$ cat src/acq_map.vh
// Register map, field positions, reset values and timing counts of the acquisition sequencer
`ifndef ACQ_MAP_VH
`define ACQ_MAP_VH

// ----------------------------------------------------------------
// Register byte offsets
// ----------------------------------------------------------------
`define OFS_CTRL        8'h00
`define OFS_EXTERNAL_TRIGGER_PIN_CFG    8'h04
`define OFS_QUEUE_LEN   8'h08
`define OFS_RATE_DIV    8'h0C
`define OFS_STATUS      8'h10
`define OFS_SW_RESULT   8'h14
`define OFS_QUEUE_BASE  8'h20
`define OFS_QUEUE_LAST  8'h3C

// ----------------------------------------------------------------
// Field positions
// ----------------------------------------------------------------
`define CTRL_START      0
`define CTRL_STOP       1
`define CTRL_SWCONV     2
`define CTRL_EXTERNAL_TRIGGER_PIN_EN    3
`define CTRL_EXT_CLK    4
`define CTRL_RETRIG     5
`define CTRL_SWCH_LO    8
`define CTRL_SWRG_LO    12
`define EXTERNAL_TRIGGER_PIN_LEVEL      0
`define EXTERNAL_TRIGGER_PIN_INVERT     1
`define ST_RUNNING      0
`define ST_ARMED        1
`define ST_BUSY         2
`define ST_SW_DONE      3
`define ST_OVERRUN      4

// ----------------------------------------------------------------
// Reset values
// ----------------------------------------------------------------
`define RST_EXTERNAL_TRIGGER_PIN_CFG    2'h0
`define RST_QUEUE_LEN   3'h0
`define RST_RATE_DIV    32'h0000_0019

// ----------------------------------------------------------------
// Timing and sizes
// ----------------------------------------------------------------
`define CLK_PERIOD_NS   40
`define SAMPLE_MIN_NS   1000
`define MIN_DIV         ((`SAMPLE_MIN_NS + `CLK_PERIOD_NS - 1) / `CLK_PERIOD_NS)
`define BLINK_MS        50
`define BLINK_CYC       ((`BLINK_MS * 1000000) / `CLK_PERIOD_NS)
`define BLOCK_WORDS     32
`define QUEUE_DEPTH     8
`define RESP_OKAY       2'h0
`define RESP_SLVERR     2'h2

`endif

$ cat src/queue_mem.v
// Channel and range queue storage with registered read data
`timescale 1ns/1ps
`include "acq_map.vh"

module queue_mem (
	input  wire       clk_i,
	input  wire       rst_i,
	input  wire       wr_en_i,
	input  wire [2:0] wr_addr_i,
	input  wire [5:0] wr_data_i,
	input  wire [2:0] rd_addr_i,
	output reg  [5:0] rd_data_o
);

	reg [5:0] mem [0:`QUEUE_DEPTH-1];

	always @(posedge clk_i) begin
		if (wr_en_i) begin
			mem[wr_addr_i] <= wr_data_i;
		end
	end

	// Reset only clears the output; entries hold whatever software loaded
	always @(posedge clk_i or posedge rst_i) begin
		if (rst_i) begin
			rd_data_o <= 6'h00;
		end else begin
			rd_data_o <= mem[rd_addr_i];
		end
	end

endmodule

$ cat src/analog_acquisition_sequencer.v
// Analog acquisition sequencer with AXI4-Lite registers, pacing, trigger and output buffer
// Behaviour
// - One conversion per software convert command
// - Scan queue of one to eight channels
// - Scan results go to FIFO until stop
// - Output drained in blocks, host keeps draining
// - Aggregate rate capped at one MS/s with the internal clock; external clock edges are not capped
// - Scan starts on command or trigger
// - Trigger edge or level, selectable polarity
// - Reset trigger setting: rising edge
// - Retrigger re-arms after each activation
// - External sample clock alternative to internal
// - Clock output mirrors internal sample clock
// - External mode: pulse per external rising edge
// - Activity output blinks during transfers only
// - Queue entry holds channel and range
//
// The AXI4-Lite interface to the registers and the register offsets are this design's own decisions.
`timescale 1ns/1ps
`include "acq_map.vh"

module analog_acquisition_sequencer #(
	parameter [20:0] BLINK_CYC = `BLINK_CYC
) (
	input  wire        clk_i,
	input  wire        rst_i,
	input  wire [7:0]  s_axi_awaddr,
	input  wire        s_axi_awvalid,
	output wire        s_axi_awready,
	input  wire [31:0] s_axi_wdata,
	input  wire [3:0]  s_axi_wstrb,
	input  wire        s_axi_wvalid,
	output wire        s_axi_wready,
	output wire [1:0]  s_axi_bresp,
	output wire        s_axi_bvalid,
	input  wire        s_axi_bready,
	input  wire [7:0]  s_axi_araddr,
	input  wire        s_axi_arvalid,
	output wire        s_axi_arready,
	output wire [31:0] s_axi_rdata,
	output wire [1:0]  s_axi_rresp,
	output wire        s_axi_rvalid,
	input  wire        s_axi_rready,
	output reg         conv_start_o,
	output reg  [2:0]  conv_channel_o,
	output reg  [2:0]  conv_range_o,
	input  wire        conv_done_i,
	input  wire [12:0] conv_data_i,
	output reg         fifo_valid_o,
	output reg  [15:0] fifo_data_o,
	input  wire        fifo_ready_i,
	output reg         block_done_o,
	input  wire        ext_sample_clock_in_i,
	input  wire        external_trigger_pin_i,
	output reg         sample_clock_out_o,
	output reg         activity_o
);

	localparam [4:0] S_IDLE = 5'h01;
	localparam [4:0] S_ARM  = 5'h02;
	localparam [4:0] S_RUN  = 5'h04;
	localparam [4:0] S_CONV = 5'h08;
	localparam [4:0] S_SW   = 5'h10;
	localparam [31:0] MIN_DIV = `MIN_DIV;

	function [31:0] merge;
		input [31:0] old;
		input [31:0] wd;
		input [3:0]  be;
		integer k;
		begin
			merge = old;
			for (k = 0; k < 4; k = k + 1) begin
				if (be[k]) begin
					merge[k*8 +: 8] = wd[k*8 +: 8];
				end
			end
		end
	endfunction

	// ----------------------------------------------------------------
	// AXI4-Lite slave
	// ----------------------------------------------------------------
	reg        awready_ff, wready_ff, bvalid_ff, arready_ff, rvalid_ff;
	reg        aw_got_ff, w_got_ff;
	reg [7:0]  awaddr_ff;
	reg [31:0] wdata_ff;
	reg [3:0]  wstrb_ff;
	reg [1:0]  bresp_ff, rresp_ff;
	reg [31:0] rdata_ff;
	wire       wr_en = aw_got_ff & w_got_ff & ~bvalid_ff;
	wire       wr_q  = wr_en & (awaddr_ff >= `OFS_QUEUE_BASE) & (awaddr_ff <= `OFS_QUEUE_LAST);
	wire       wr_ok = wr_q | (awaddr_ff <= `OFS_STATUS);
	wire [31:0] wr_word;

	assign s_axi_awready = awready_ff;
	assign s_axi_wready  = wready_ff;
	assign s_axi_bvalid  = bvalid_ff;
	assign s_axi_bresp   = bresp_ff;
	assign s_axi_arready = arready_ff;
	assign s_axi_rvalid  = rvalid_ff;
	assign s_axi_rdata   = rdata_ff;
	assign s_axi_rresp   = rresp_ff;
	assign wr_word = merge(32'h0000_0000, wdata_ff, wstrb_ff);

	always @(posedge clk_i or posedge rst_i) begin
		if (rst_i) begin
			awready_ff <= 1'b1;
			wready_ff  <= 1'b1;
			bvalid_ff  <= 1'b0;
			aw_got_ff  <= 1'b0;
			w_got_ff   <= 1'b0;
			awaddr_ff  <= 8'h00;
			wdata_ff   <= 32'h0000_0000;
			wstrb_ff   <= 4'h0;
			bresp_ff   <= `RESP_OKAY;
		end else begin
			if (s_axi_awvalid && awready_ff) begin
				aw_got_ff  <= 1'b1;
				awaddr_ff  <= s_axi_awaddr;
				awready_ff <= 1'b0;
			end
			if (s_axi_wvalid && wready_ff) begin
				w_got_ff  <= 1'b1;
				wdata_ff  <= s_axi_wdata;
				wstrb_ff  <= s_axi_wstrb;
				wready_ff <= 1'b0;
			end
			if (wr_en) begin
				aw_got_ff <= 1'b0;
				w_got_ff  <= 1'b0;
				bvalid_ff <= 1'b1;
				bresp_ff  <= wr_ok ? `RESP_OKAY : `RESP_SLVERR;
			end
			if (bvalid_ff && s_axi_bready) begin
				bvalid_ff  <= 1'b0;
				awready_ff <= 1'b1;
				wready_ff  <= 1'b1;
			end
		end
	end

	// ----------------------------------------------------------------
	// Control and status registers
	// ----------------------------------------------------------------
	reg        external_trigger_pin_en_ff, ext_clk_ff, retrig_ff;
	reg [2:0]  sw_chan_ff, sw_range_ff;
	reg [1:0]  external_trigger_pin_cfg_ff;
	reg [2:0]  qlen_ff;
	reg [31:0] rate_div_ff;
	reg        sw_done_ff, overrun_ff;
	reg [12:0] sw_result_ff;
	reg [4:0]  state_ff;
	wire       cmd_start  = wr_en && awaddr_ff == `OFS_CTRL && wr_word[`CTRL_START];
	wire       cmd_stop   = wr_en && awaddr_ff == `OFS_CTRL && wr_word[`CTRL_STOP];
	wire       cmd_swconv = wr_en && awaddr_ff == `OFS_CTRL && wr_word[`CTRL_SWCONV];
	wire       clr_status = wr_en && awaddr_ff == `OFS_STATUS;
	wire       set_sw_done;
	wire       set_overrun;
	wire [31:0] status_word = {27'h000_0000, overrun_ff, sw_done_ff,
		(state_ff == S_CONV) | (state_ff == S_SW), state_ff == S_ARM,
		(state_ff == S_RUN) | (state_ff == S_CONV)};

	always @(posedge clk_i or posedge rst_i) begin
		if (rst_i) begin
			external_trigger_pin_en_ff  <= 1'b0;
			ext_clk_ff  <= 1'b0;
			retrig_ff   <= 1'b0;
			sw_chan_ff  <= 3'h0;
			sw_range_ff <= 3'h0;
			external_trigger_pin_cfg_ff <= `RST_EXTERNAL_TRIGGER_PIN_CFG;
			qlen_ff     <= `RST_QUEUE_LEN;
			rate_div_ff <= `RST_RATE_DIV;
			sw_done_ff  <= 1'b0;
			overrun_ff  <= 1'b0;
		end else begin
			if (wr_en && awaddr_ff == `OFS_CTRL) begin
				external_trigger_pin_en_ff  <= wr_word[`CTRL_EXTERNAL_TRIGGER_PIN_EN];
				ext_clk_ff  <= wr_word[`CTRL_EXT_CLK];
				retrig_ff   <= wr_word[`CTRL_RETRIG];
				sw_chan_ff  <= wr_word[`CTRL_SWCH_LO +: 3];
				sw_range_ff <= wr_word[`CTRL_SWRG_LO +: 3];
			end
			if (wr_en && awaddr_ff == `OFS_EXTERNAL_TRIGGER_PIN_CFG) begin
				external_trigger_pin_cfg_ff <= wr_word[1:0];
			end
			if (wr_en && awaddr_ff == `OFS_QUEUE_LEN) begin
				qlen_ff <= wr_word[2:0];
			end
			if (wr_en && awaddr_ff == `OFS_RATE_DIV) begin
				rate_div_ff <= wr_word;
			end
			// Set beats a same-cycle clear so no event is lost
			if (set_sw_done) begin
				sw_done_ff <= 1'b1;
			end else if (clr_status && wr_word[`ST_SW_DONE]) begin
				sw_done_ff <= 1'b0;
			end
			if (set_overrun) begin
				overrun_ff <= 1'b1;
			end else if (clr_status && wr_word[`ST_OVERRUN]) begin
				overrun_ff <= 1'b0;
			end
		end
	end

	always @(posedge clk_i or posedge rst_i) begin
		if (rst_i) begin
			arready_ff <= 1'b1;
			rvalid_ff  <= 1'b0;
			rdata_ff   <= 32'h0000_0000;
			rresp_ff   <= `RESP_OKAY;
		end else if (s_axi_arvalid && arready_ff) begin
			arready_ff <= 1'b0;
			rvalid_ff  <= 1'b1;
			rresp_ff   <= `RESP_OKAY;
			case (s_axi_araddr)
				`OFS_CTRL: begin
					rdata_ff <= {17'h0_0000, sw_range_ff, 1'b0, sw_chan_ff, 2'h0,
						retrig_ff, ext_clk_ff, external_trigger_pin_en_ff, 3'h0};
				end
				`OFS_EXTERNAL_TRIGGER_PIN_CFG:  rdata_ff <= {30'h0000_0000, external_trigger_pin_cfg_ff};
				`OFS_QUEUE_LEN: rdata_ff <= {29'h0000_0000, qlen_ff};
				`OFS_RATE_DIV:  rdata_ff <= rate_div_ff;
				`OFS_STATUS:    rdata_ff <= status_word;
				`OFS_SW_RESULT: rdata_ff <= {19'h0_0000, sw_result_ff};
				default: begin
					// Queue entries are write-only and read as zero
					rdata_ff <= 32'h0000_0000;
					if (s_axi_araddr < `OFS_QUEUE_BASE || s_axi_araddr > `OFS_QUEUE_LAST) begin
						rresp_ff <= `RESP_SLVERR;
					end
				end
			endcase
		end else if (rvalid_ff && s_axi_rready) begin
			rvalid_ff  <= 1'b0;
			arready_ff <= 1'b1;
		end
	end

	// ----------------------------------------------------------------
	// Pin synchronisers, sample pacing and trigger detection
	// ----------------------------------------------------------------
	reg [2:0]  eck_sync_ff, trg_sync_ff;
	reg [31:0] div_cnt_ff;
	wire [31:0] div_eff = (rate_div_ff < MIN_DIV) ? MIN_DIV : rate_div_ff;
	wire       int_tick = div_cnt_ff >= div_eff - 32'h0000_0001;
	wire       ext_rise = eck_sync_ff[1] & ~eck_sync_ff[2];
	wire       tick     = ext_clk_ff ? ext_rise : int_tick;
	wire       trg_rise = trg_sync_ff[1] & ~trg_sync_ff[2];
	wire       trg_fall = ~trg_sync_ff[1] & trg_sync_ff[2];
	wire       trg_lvl  = trg_sync_ff[1] ^ external_trigger_pin_cfg_ff[`EXTERNAL_TRIGGER_PIN_INVERT];
	wire       trg_edge = external_trigger_pin_cfg_ff[`EXTERNAL_TRIGGER_PIN_INVERT] ? trg_fall : trg_rise;
	wire       trg_evt  = external_trigger_pin_cfg_ff[`EXTERNAL_TRIGGER_PIN_LEVEL] ? trg_lvl : trg_edge;

	always @(posedge clk_i or posedge rst_i) begin
		if (rst_i) begin
			eck_sync_ff        <= 3'h0;
			trg_sync_ff        <= 3'h0;
			div_cnt_ff         <= 32'h0000_0000;
			sample_clock_out_o <= 1'b0;
		end else begin
			eck_sync_ff <= {eck_sync_ff[1:0], ext_sample_clock_in_i};
			trg_sync_ff <= {trg_sync_ff[1:0], external_trigger_pin_i};
			div_cnt_ff  <= int_tick ? 32'h0000_0000 : div_cnt_ff + 32'h0000_0001;
			if (ext_clk_ff) begin
				sample_clock_out_o <= ext_rise;
			end else begin
				sample_clock_out_o <= div_cnt_ff < {1'b0, div_eff[31:1]};
			end
		end
	end

	// ----------------------------------------------------------------
	// Sequencer
	// ----------------------------------------------------------------
	reg  [2:0] idx_ff;
	reg        push_ff;
	reg [15:0] push_data_ff;
	wire [5:0] q_entry;
	reg        v1_ff;
	wire       room    = ~v1_ff;
	wire       last    = idx_ff == qlen_ff;
	wire       conv_ok = (state_ff == S_CONV) & conv_done_i;
	assign set_sw_done = (state_ff == S_SW) & conv_done_i;
	assign set_overrun = tick & (((state_ff == S_RUN) & ~room) | (state_ff == S_CONV));

	queue_mem u_queue (
		.clk_i     (clk_i),
		.rst_i     (rst_i),
		.wr_en_i   (wr_q),
		.wr_addr_i (awaddr_ff[4:2]),
		.wr_data_i ({wr_word[6:4], wr_word[2:0]}),
		.rd_addr_i (idx_ff),
		.rd_data_o (q_entry)
	);

	always @(posedge clk_i or posedge rst_i) begin
		if (rst_i) begin
			state_ff       <= S_IDLE;
			idx_ff         <= 3'h0;
			conv_start_o   <= 1'b0;
			conv_channel_o <= 3'h0;
			conv_range_o   <= 3'h0;
			sw_result_ff   <= 13'h0000;
			push_ff        <= 1'b0;
			push_data_ff   <= 16'h0000;
		end else begin
			conv_start_o <= 1'b0;
			push_ff      <= 1'b0;
			case (state_ff)
				S_IDLE: begin
					idx_ff <= 3'h0;
					// Fields of the commanding write itself; stored copies land only now
					if (cmd_start) begin
						state_ff <= wr_word[`CTRL_EXTERNAL_TRIGGER_PIN_EN] ? S_ARM : S_RUN;
					end else if (cmd_swconv) begin
						state_ff       <= S_SW;
						conv_start_o   <= 1'b1;
						conv_channel_o <= wr_word[`CTRL_SWCH_LO +: 3];
						conv_range_o   <= wr_word[`CTRL_SWRG_LO +: 3];
					end
				end
				S_ARM: begin
					if (cmd_stop) begin
						state_ff <= S_IDLE;
					end else if (trg_evt) begin
						state_ff <= S_RUN;
					end
				end
				S_RUN: begin
					if (cmd_stop) begin
						state_ff <= S_IDLE;
					end else if (tick && room) begin
						state_ff       <= S_CONV;
						conv_start_o   <= 1'b1;
						conv_channel_o <= q_entry[2:0];
						conv_range_o   <= q_entry[5:3];
					end
				end
				S_CONV: begin
					if (cmd_stop) begin
						state_ff <= S_IDLE;
					end else if (conv_ok) begin
						push_ff      <= 1'b1;
						push_data_ff <= {conv_channel_o, conv_data_i};
						idx_ff       <= last ? 3'h0 : idx_ff + 3'h1;
						state_ff     <= (last && external_trigger_pin_en_ff && retrig_ff) ? S_ARM : S_RUN;
					end
				end
				S_SW: begin
					if (conv_done_i) begin
						sw_result_ff <= conv_data_i;
						state_ff     <= S_IDLE;
					end
				end
				default: state_ff <= S_IDLE;
			endcase
		end
	end

	// ----------------------------------------------------------------
	// Two-entry output buffer, block marking and activity blink
	// ----------------------------------------------------------------
	// A conversion only starts with the second slot free, but a push landing in that same cycle can fill it, so its word can then overwrite d1_ff
	reg [15:0] d1_ff;
	reg [4:0]  blk_cnt_ff;
	reg [20:0] act_cnt_ff;
	wire       pop = fifo_valid_o & fifo_ready_i;

	always @(posedge clk_i or posedge rst_i) begin
		if (rst_i) begin
			fifo_valid_o <= 1'b0;
			fifo_data_o  <= 16'h0000;
			v1_ff        <= 1'b0;
			d1_ff        <= 16'h0000;
			blk_cnt_ff   <= 5'h00;
			block_done_o <= 1'b0;
			act_cnt_ff   <= 21'h00_0000;
			activity_o   <= 1'b0;
		end else begin
			if (push_ff && !pop) begin
				if (!fifo_valid_o) begin
					fifo_valid_o <= 1'b1;
					fifo_data_o  <= push_data_ff;
				end else begin
					v1_ff <= 1'b1;
					d1_ff <= push_data_ff;
				end
			end else if (pop && !push_ff) begin
				fifo_valid_o <= v1_ff;
				fifo_data_o  <= d1_ff;
				v1_ff        <= 1'b0;
			end else if (pop && push_ff) begin
				fifo_data_o <= v1_ff ? d1_ff : push_data_ff;
				d1_ff       <= push_data_ff;
			end
			block_done_o <= 1'b0;
			if (pop) begin
				blk_cnt_ff <= blk_cnt_ff + 5'h01;
				if (blk_cnt_ff == `BLOCK_WORDS - 1) begin
					block_done_o <= 1'b1;
				end
			end
			// Traffic starts a full on/off blink period only once the previous period has run out
			if (pop && act_cnt_ff == 21'h00_0000) begin
				act_cnt_ff <= BLINK_CYC;
			end else if (act_cnt_ff != 21'h00_0000) begin
				act_cnt_ff <= act_cnt_ff - 21'h00_0001;
			end
			activity_o <= act_cnt_ff > {1'b0, BLINK_CYC[20:1]};
		end
	end

endmodule

$ cat config.mk
export PLATFORM = sky130hd
export DESIGN_NAME = analog_acquisition_sequencer
export DESIGN_NICKNAME = d
export VERILOG_FILES = /design/src/queue_mem.v /design/src/analog_acquisition_sequencer.v
export VERILOG_INCLUDE_DIRS = /design/src
export SDC_FILE = /design/constraint.sdc
export NUM_CORES = 1
export LEC_CHECK = 0
export BUFFER_PORTS_ARGS = -buffer_cell sky130_fd_sc_hd__buf_4
export CAP_MARGIN = 10
export CELL_PAD_IN_SITES_DETAIL_PLACEMENT = 1
export CELL_PAD_IN_SITES_GLOBAL_PLACEMENT = 1
export CORE_ASPECT_RATIO = 0.9
export CORE_MARGIN = 3
export CORE_UTILIZATION = 51
export DETAILED_ROUTE_END_ITERATION = 16
export PLACE_DENSITY = 0.85
export REMOVE_ABC_BUFFERS = 1
export SLEW_MARGIN = 25
export SYNTH_ARGS = -nofsm -noshare
export SYNTH_HDL_FRONTEND = slang
export SYNTH_SLANG_ARGS = --single-unit
$ cat constraint.sdc
create_clock -name clk_i -period 14.67 [get_ports clk_i]
set_input_delay 1.467 -clock clk_i [delete_from_list [all_inputs] [get_ports clk_i]]
set_output_delay 1.467 -clock clk_i [all_outputs]
set_load 0.05 [all_outputs]
* Word-level counts from Yosys, hierarchy flattened
Memories as Yosys holds them, arrays and structs flattened. A register that Yosys moved wholly into a read port is not among the register bits. Index checks and enable logic that the tools add are counted.
Storage, ports and cells: register bits after elaboration 281, bits in latches 0, RAM bits 48, bits in read-only memories 0, input bits 76, word-level logic and storage cells 249, memories 1
Memories:
- u_queue.mem | words 8, bits a word 6, read ports 1, clocked after memory_dff 1, wr ports 1, RTL line queue_mem.v:15 | reg [5:0] mem [0:`QUEUE_DEPTH-1];
Cells by class: add/subtract/negate cells 5, multiply operators 0, div/mod/pow operators 0, $lt $le $gt $ge 9, eq/ne operators 30, shift operators 0, muxes and demuxes 86, bitwise operators 23, reductions and logical operators 52
Operators with widths (number):
- 32-bit one-hot mux with 6 select lines | 1
- 16-bit two-way mux | 9
- 32-bit two-way mux | 2
- 5-bit two-way mux | 9
- 21-bit two-way mux | 2
- 3-bit two-way mux | 13
- 1-bit two-way mux | 38
- 32-bit by 1-bit adder with 32-bit output, second input constant | 1
- 8-bit by 4-bit == test with 1-bit output, second input constant | 4
- 32-bit >= comparator | 1
- 32-bit by 31-bit less-than comparator with 1-bit output | 1
- 32-bit by 5-bit less-than comparator with 1-bit output, second input constant | 1
- 8-bit two-way mux | 4
- 32-bit by 1-bit subtractor with 32-bit output, second input constant | 1
- 2-bit nonzero test | 13
- 5-bit one-hot mux with 5 select lines | 1
- 8-bit by 5-bit == test with 1-bit output, second input constant | 3
- 1-bit logical AND | 22
- 21-bit by 20-bit > comparator with 1-bit output, second input constant | 1
- 21-bit logical NOT | 1
- 21-bit nonzero test | 1
- 21-bit by 1-bit subtractor with 21-bit output, second input constant | 1
- 2-bit inequality test, second input constant | 9
- 3-bit one-hot mux with 2 select lines | 3
- other kinds (31) | 63

* Depth between registers and ports, before layout
word-level depth 9, mapped depth 21, gate-level depth less buffers 18

* Hierarchy
A second synthesis with hierarchy kept.
Second synthesis, totals: cell total of the unflattened synthesis 1497, area, all modules 16012.9 µm²
Modules (own cells, without submodules):
- analog_acquisition_sequencer | instances 1, cells each 1408, area each 13957.1 µm², seq. area each 6990.5 µm²
- queue_mem | instances 1, cells each 89, area each 2055.7 µm², seq. area each 1591.5 µm²

* Worst setup path before layout
Ideal clock, no wire load.
path type reg2reg, start register rate_div_ff[16], end register conv_channel_o[0], setup time 0.125 ns, data arrival time 5.090 ns, path slack 9.455 ns, cell stages (with the launch flop) 21, path buffers 2, period minus slack after synthesis 5.215 ns, path through dfrtp_1 -> or4_1 -> or3_4 -> nor4_4 -> buf_4 -> nand2b_1 -> ha_1 -> nand3_1 -> or4_1 -> nor3_2 -> nand2_1 -> xnor2_1 -> ha_1 -> a21oi_1 -> nand2_1 -> a2111oi_0 -> o2bb2ai_1 -> nor4_1 -> o31a_1 -> buf_2 -> mux2_2
On the way: cells in the longest elaborated chain, start to end 8
RTL lines:
- start, declared | RTL line analog_acquisition_sequencer.v:150 | reg [31:0] rate_div_ff;
- start signal, assigned | RTL line analog_acquisition_sequencer.v:173 | rate_div_ff <= `RST_RATE_DIV;
- start signal, assigned | RTL line analog_acquisition_sequencer.v:191 | rate_div_ff <= wr_word;
- 32-bit by 5-bit less-than comparator with 1-bit output | RTL line analog_acquisition_sequencer.v:246 | wire [31:0] div_eff = (rate_div_ff < MIN_DIV) ? MIN_DIV : rate_div_ff;
- 32-bit two-way mux * | RTL line analog_acquisition_sequencer.v:246
- 32-bit by 1-bit subtractor with 32-bit output * | RTL line analog_acquisition_sequencer.v:247 | wire int_tick = div_cnt_ff >= div_eff - 32'h0000_0001;
- 32-bit >= comparator * | RTL line analog_acquisition_sequencer.v:247
- 1-bit two-way mux * | RTL line analog_acquisition_sequencer.v:249 | wire tick = ext_clk_ff ? ext_rise : int_tick;
- 1-bit logical AND * | RTL line analog_acquisition_sequencer.v:334 | end else if (tick && room) begin
- 2-bit by 1-bit inequality test with 1-bit output (no line) *
- 5-bit AND reduction (no line) *
- end signal, assigned | RTL line analog_acquisition_sequencer.v:320 | conv_channel_o <= wr_word[`CTRL_SWCH_LO +: 3];
- end signal, assigned | RTL line analog_acquisition_sequencer.v:337 | conv_channel_o <= q_entry[2:0];
- end, declared | RTL line analog_acquisition_sequencer.v:45 | output reg [2:0] conv_channel_o,
Mark *: on every way between the ends. The rest lies on a longest branch, timed or not. A chain may end at the register's enable or synchronous reset.

* Final worst setup path
start register rate_div_ff[22], end register conv_channel_o[1]
The elaborated chain is that of the path after synthesis.

==> out/results.ini <==
[outcome]
outcome=finished, final reports clean

[sta]
rsz0062_at_grt=false
period_minus_slack_ps=6380
hold_violations=0
slew_viol_final=0
fmax_mhz=157
slew-limit-headroom_pct=28.3
worst_clock_skew_ps=19.3
fin_crit_sh_pct=43.5
tns_ps=0
setup_ws_ps=8290
worstMarginPinSlew_ps=1070
setup-violations-final=0

[global_routing]
grt_pass1_wl_mm=72.3
grt_pass1_vias=12736
grt_antenna_before_repair=3
grt_use_total_pct=27.6
gr-total-overflow=0
grt_max_degree=136

[cells_and_area]
fillers=3192
final_nets=1715
layout-drive-gt1-share_pct=21.7
final_cell_count_no_fill=1999
areaGrowthSynthToFinish_pct=16.5
final_area_um2=18500

[power]
cellPowerDensity_nw_per_um2=172
peakVddDrop_uv=136
p_leak_nw=8.59
finalPower_mw=3.17

[floorplanning]
die_w_um=192
die_h_um=173
io_pins=144
rows=60
dieArea_um2=33300
initial_core_util_pct=52.4
core-area_um2=30300

[clock_network]
cts_buffers=36
hold_buffers=0
h-tree-depth=2
clk_pin_slew_ps=60
root_buffer=clkbuf_16
clkSinkCount=333
clkLatencyLatePin_ps=530
cts_resized=0
cts_setup_buffers=0
cts.path.max_buffers=3
cts_tree=done

[critical_path]
cp.required_ps=15080
cp-endpoint=conv_channel_o[1]$_DFFE_PP0P_
worstPathArrival_ps=6790
r2r_slack_ps=8290
timing.rr.start=rate_div_ff[22]$_DFFE_PP0P_
startpoint_type=flip-flop
cp-startpoint=rate_div_ff[22]$_DFFE_PP0P_
crit_path_end_kind=flip-flop
rr_endpoint=conv_channel_o[1]$_DFFE_PP0P_
rr_worst_depth=18
worstSetupPathType=reg2reg
path_max_fanout=13

[placement]
dp.cells=1934
pre_cts_ws_ps=8470
numPortBuffers=141
hpwlAfterDp_mm=31.5
place_congestion=0.919
placed_cell_area_um2=17300

[synth]
synth_edf_count=48
synth_flop_cell=dfrtp_1
syn_area_um2=15900
synth_top_family_by_area=simple AND/OR/NAND/NOR gates
avgSynthCellArea_um2=11.0
synthCells=1438
synth.distinct_cells=69
ys_seq_area_share_pct=54.1
synthAdderAreaFrac_pct=5.52
synth_warnings=0
synth_compound_area_share_pct=7.98
ys_ff_latch=333
synthXorXnorAreaFrac_pct=3.98
synthMuxAreaShare_pct=10.6
synthArstFlopShare_pct=85.6
synth_simple_gate_area_share_pct=15.1

[detailed_routing]
drt_iter0_markers=769
wire_per_inst_um=22.9
ant_nets=0
remaining_drc_errors=0
dr_total_vias=11843
totalWireLength_mm=45.7
drt_pre_antenna_iters=5
drt-vias-per-instance=5.92

[min_path]
hold_class=reg2reg

[run]
drv_cap=0

==> per-layer routing <==
metal	up-vias	share of wire (%)	GRT usage, %
met5	-	0.028	0
met2	352	49	45.2
met4	2	3.0	8.62
met3	103	5.9	5.24
li1	5349	-	-
met1	6037	42	37.4
==> layout make-up <==
cell class                      instances  area, um2  share of cell area (%)
Sequential cell                       333       8580                    46.4
Multi-Input combinational cell        998       6880                    37.2
Timing Repair Buffer                  149       1130                    6.09
Clock buffer                           56       1080                    5.84
Tap cell                              403        504                    2.73
Inverter                               51        199                    1.08
Clock inverter                          7        105                   0.569
Antenna cell                            2       5.00                  0.0271
==> synthesized netlist by cell type, drive strengths merged (7+ instances only) <==
| library cell | n | area share [%] |
|---|---|---|
| mux2i | 24 | 1.5 |
| a21o | 7 | 0.33 |
| nand2 | 211 | 5.0 |
| nor2 | 90 | 2.2 |
| xor2 | 34 | 1.9 |
| xnor2 | 38 | 2.1 |
| or3 | 14 | 0.58 |
| nor3 | 26 | 0.88 |
| clkbuf | 41 | 0.97 |
| nand3 | 52 | 1.6 |
| ha | 70 | 5.5 |
| dfrtp | 278 | 44 |
| edfxtp | 48 | 9.1 |
| a21oi | 41 | 1.3 |
| o21ai | 115 | 3.6 |
| nand2b | 14 | 0.55 |
| mux4 | 12 | 1.7 |
| nand4 | 21 | 0.83 |
| mux2 | 104 | 7.4 |
| dfstp | 7 | 1.2 |
| buf | 16 | 0.50 |
| and3 | 15 | 0.59 |
| nor4 | 15 | 0.80 |
| inv | 51 | 1.2 |
| a22oi | 8 | 0.38 |
==> registers in the layout, summed over array words and instances (netlist names), 13 cells and up <==
register	cells
u_queue.mem	48
div_cnt_ff	32
rate_div_ff	32
s_axi_rdata	32
wdata_ff	32
act_cnt_ff	21
d1_ff	16
fifo_data_o	16
push_data_ff	16
sw_result_ff	13
==> kinds of logic after synthesis <==
| kind of cell | Yosys count |
|---|---|
| muxes | 140 |
| buffers and inverters | 108 |
| adders and majority gates | 70 |
| AOI/OAI and AO/OA | 216 |
| DFF | 333 |
| other | 1 |
| xor gates and xnor gates | 72 |
| and+or+nand+nor | 498 |
==> cell usage in the layout, fill, tap and decap left out, types with 6 or more instances in the layout <==
master / netlist / final
a21o_1: 7 / 7
a21oi_1: 41 / 40
a22oi_1: 8 / 8
and3_1: 15 / 15
and4_1: 6 / 6
buf_4: 3 / 147
clkbuf_1: 41 / 12
clkbuf_16: 0 / 38
clkbuf_8: 0 / 6
dfrtp_1: 278 / 278
dfstp_2: 7 / 7
edfxtp_1: 48 / 48
ha_1: 70 / 70
inv_1: 51 / 50
mux2_2: 104 / 104
mux2i_1: 24 / 24
mux4_2: 12 / 12
nand2_1: 211 / 210
nand2b_1: 14 / 14
nand3_1: 52 / 51
nand3b_1: 6 / 6
nand4_1: 21 / 21
nor2_1: 89 / 89
nor3_1: 24 / 23
nor4_1: 11 / 11
o21ai_0: 113 / 113
or3_1: 13 / 12
xnor2_1: 38 / 38
xor2_1: 34 / 34
==> power by group <==
group | switching [mW] | internal [mW]
combinational | 0.653 | 0.416
sequential | 0.120 | 1.06
clock | 0.377 | 0.544
==> worst min-delay path by stage <==
stage                             start                  endpoint  slack (ps)  cells past startpoint
3_5_place_dp   trg_sync_ff[0]$_DFF_PP0_  trg_sync_ff[1]$_DFF_PP0_         340                      0
6_report       trg_sync_ff[0]$_DFF_PP0_  trg_sync_ff[1]$_DFF_PP0_         340                      0
3_3_place_gp   trg_sync_ff[0]$_DFF_PP0_  trg_sync_ff[1]$_DFF_PP0_         330                      0
5_1_grt        trg_sync_ff[0]$_DFF_PP0_  trg_sync_ff[1]$_DFF_PP0_         350                      0
4_1_cts        trg_sync_ff[0]$_DFF_PP0_  trg_sync_ff[1]$_DFF_PP0_         350                      0
2_1_floorplan  eck_sync_ff[0]$_DFF_PP0_  eck_sync_ff[1]$_DFF_PP0_         330                      0
==> metrics by stage <==
step,util (%),hold slack (ps)
3_3_place_gp,57.1,333
3_5_place_dp,57.1,336
4_1_cts,61.0,347
6_report,61.1,340
2_1_floorplan,-,331
5_1_grt,61.1,353
==> critical path, cell delays in order (launching register included) <==
cell	delay, ps
dfrtp_1	460
nor4_1	680
nand3_1	280
nor4_4	650
nand2b_1	200
ha_1	210
nand3_1	120
or4_1	510
nor3_2	360
nand2_1	120
xnor2_1	150
ha_1	320
a21oi_1	170
nand2_1	70
a2111oi_0	430
o2bb2ai_1	170
nor4_1	510
o31a_1	470
mux2_2	390
(Power assumes the default switching activity.)
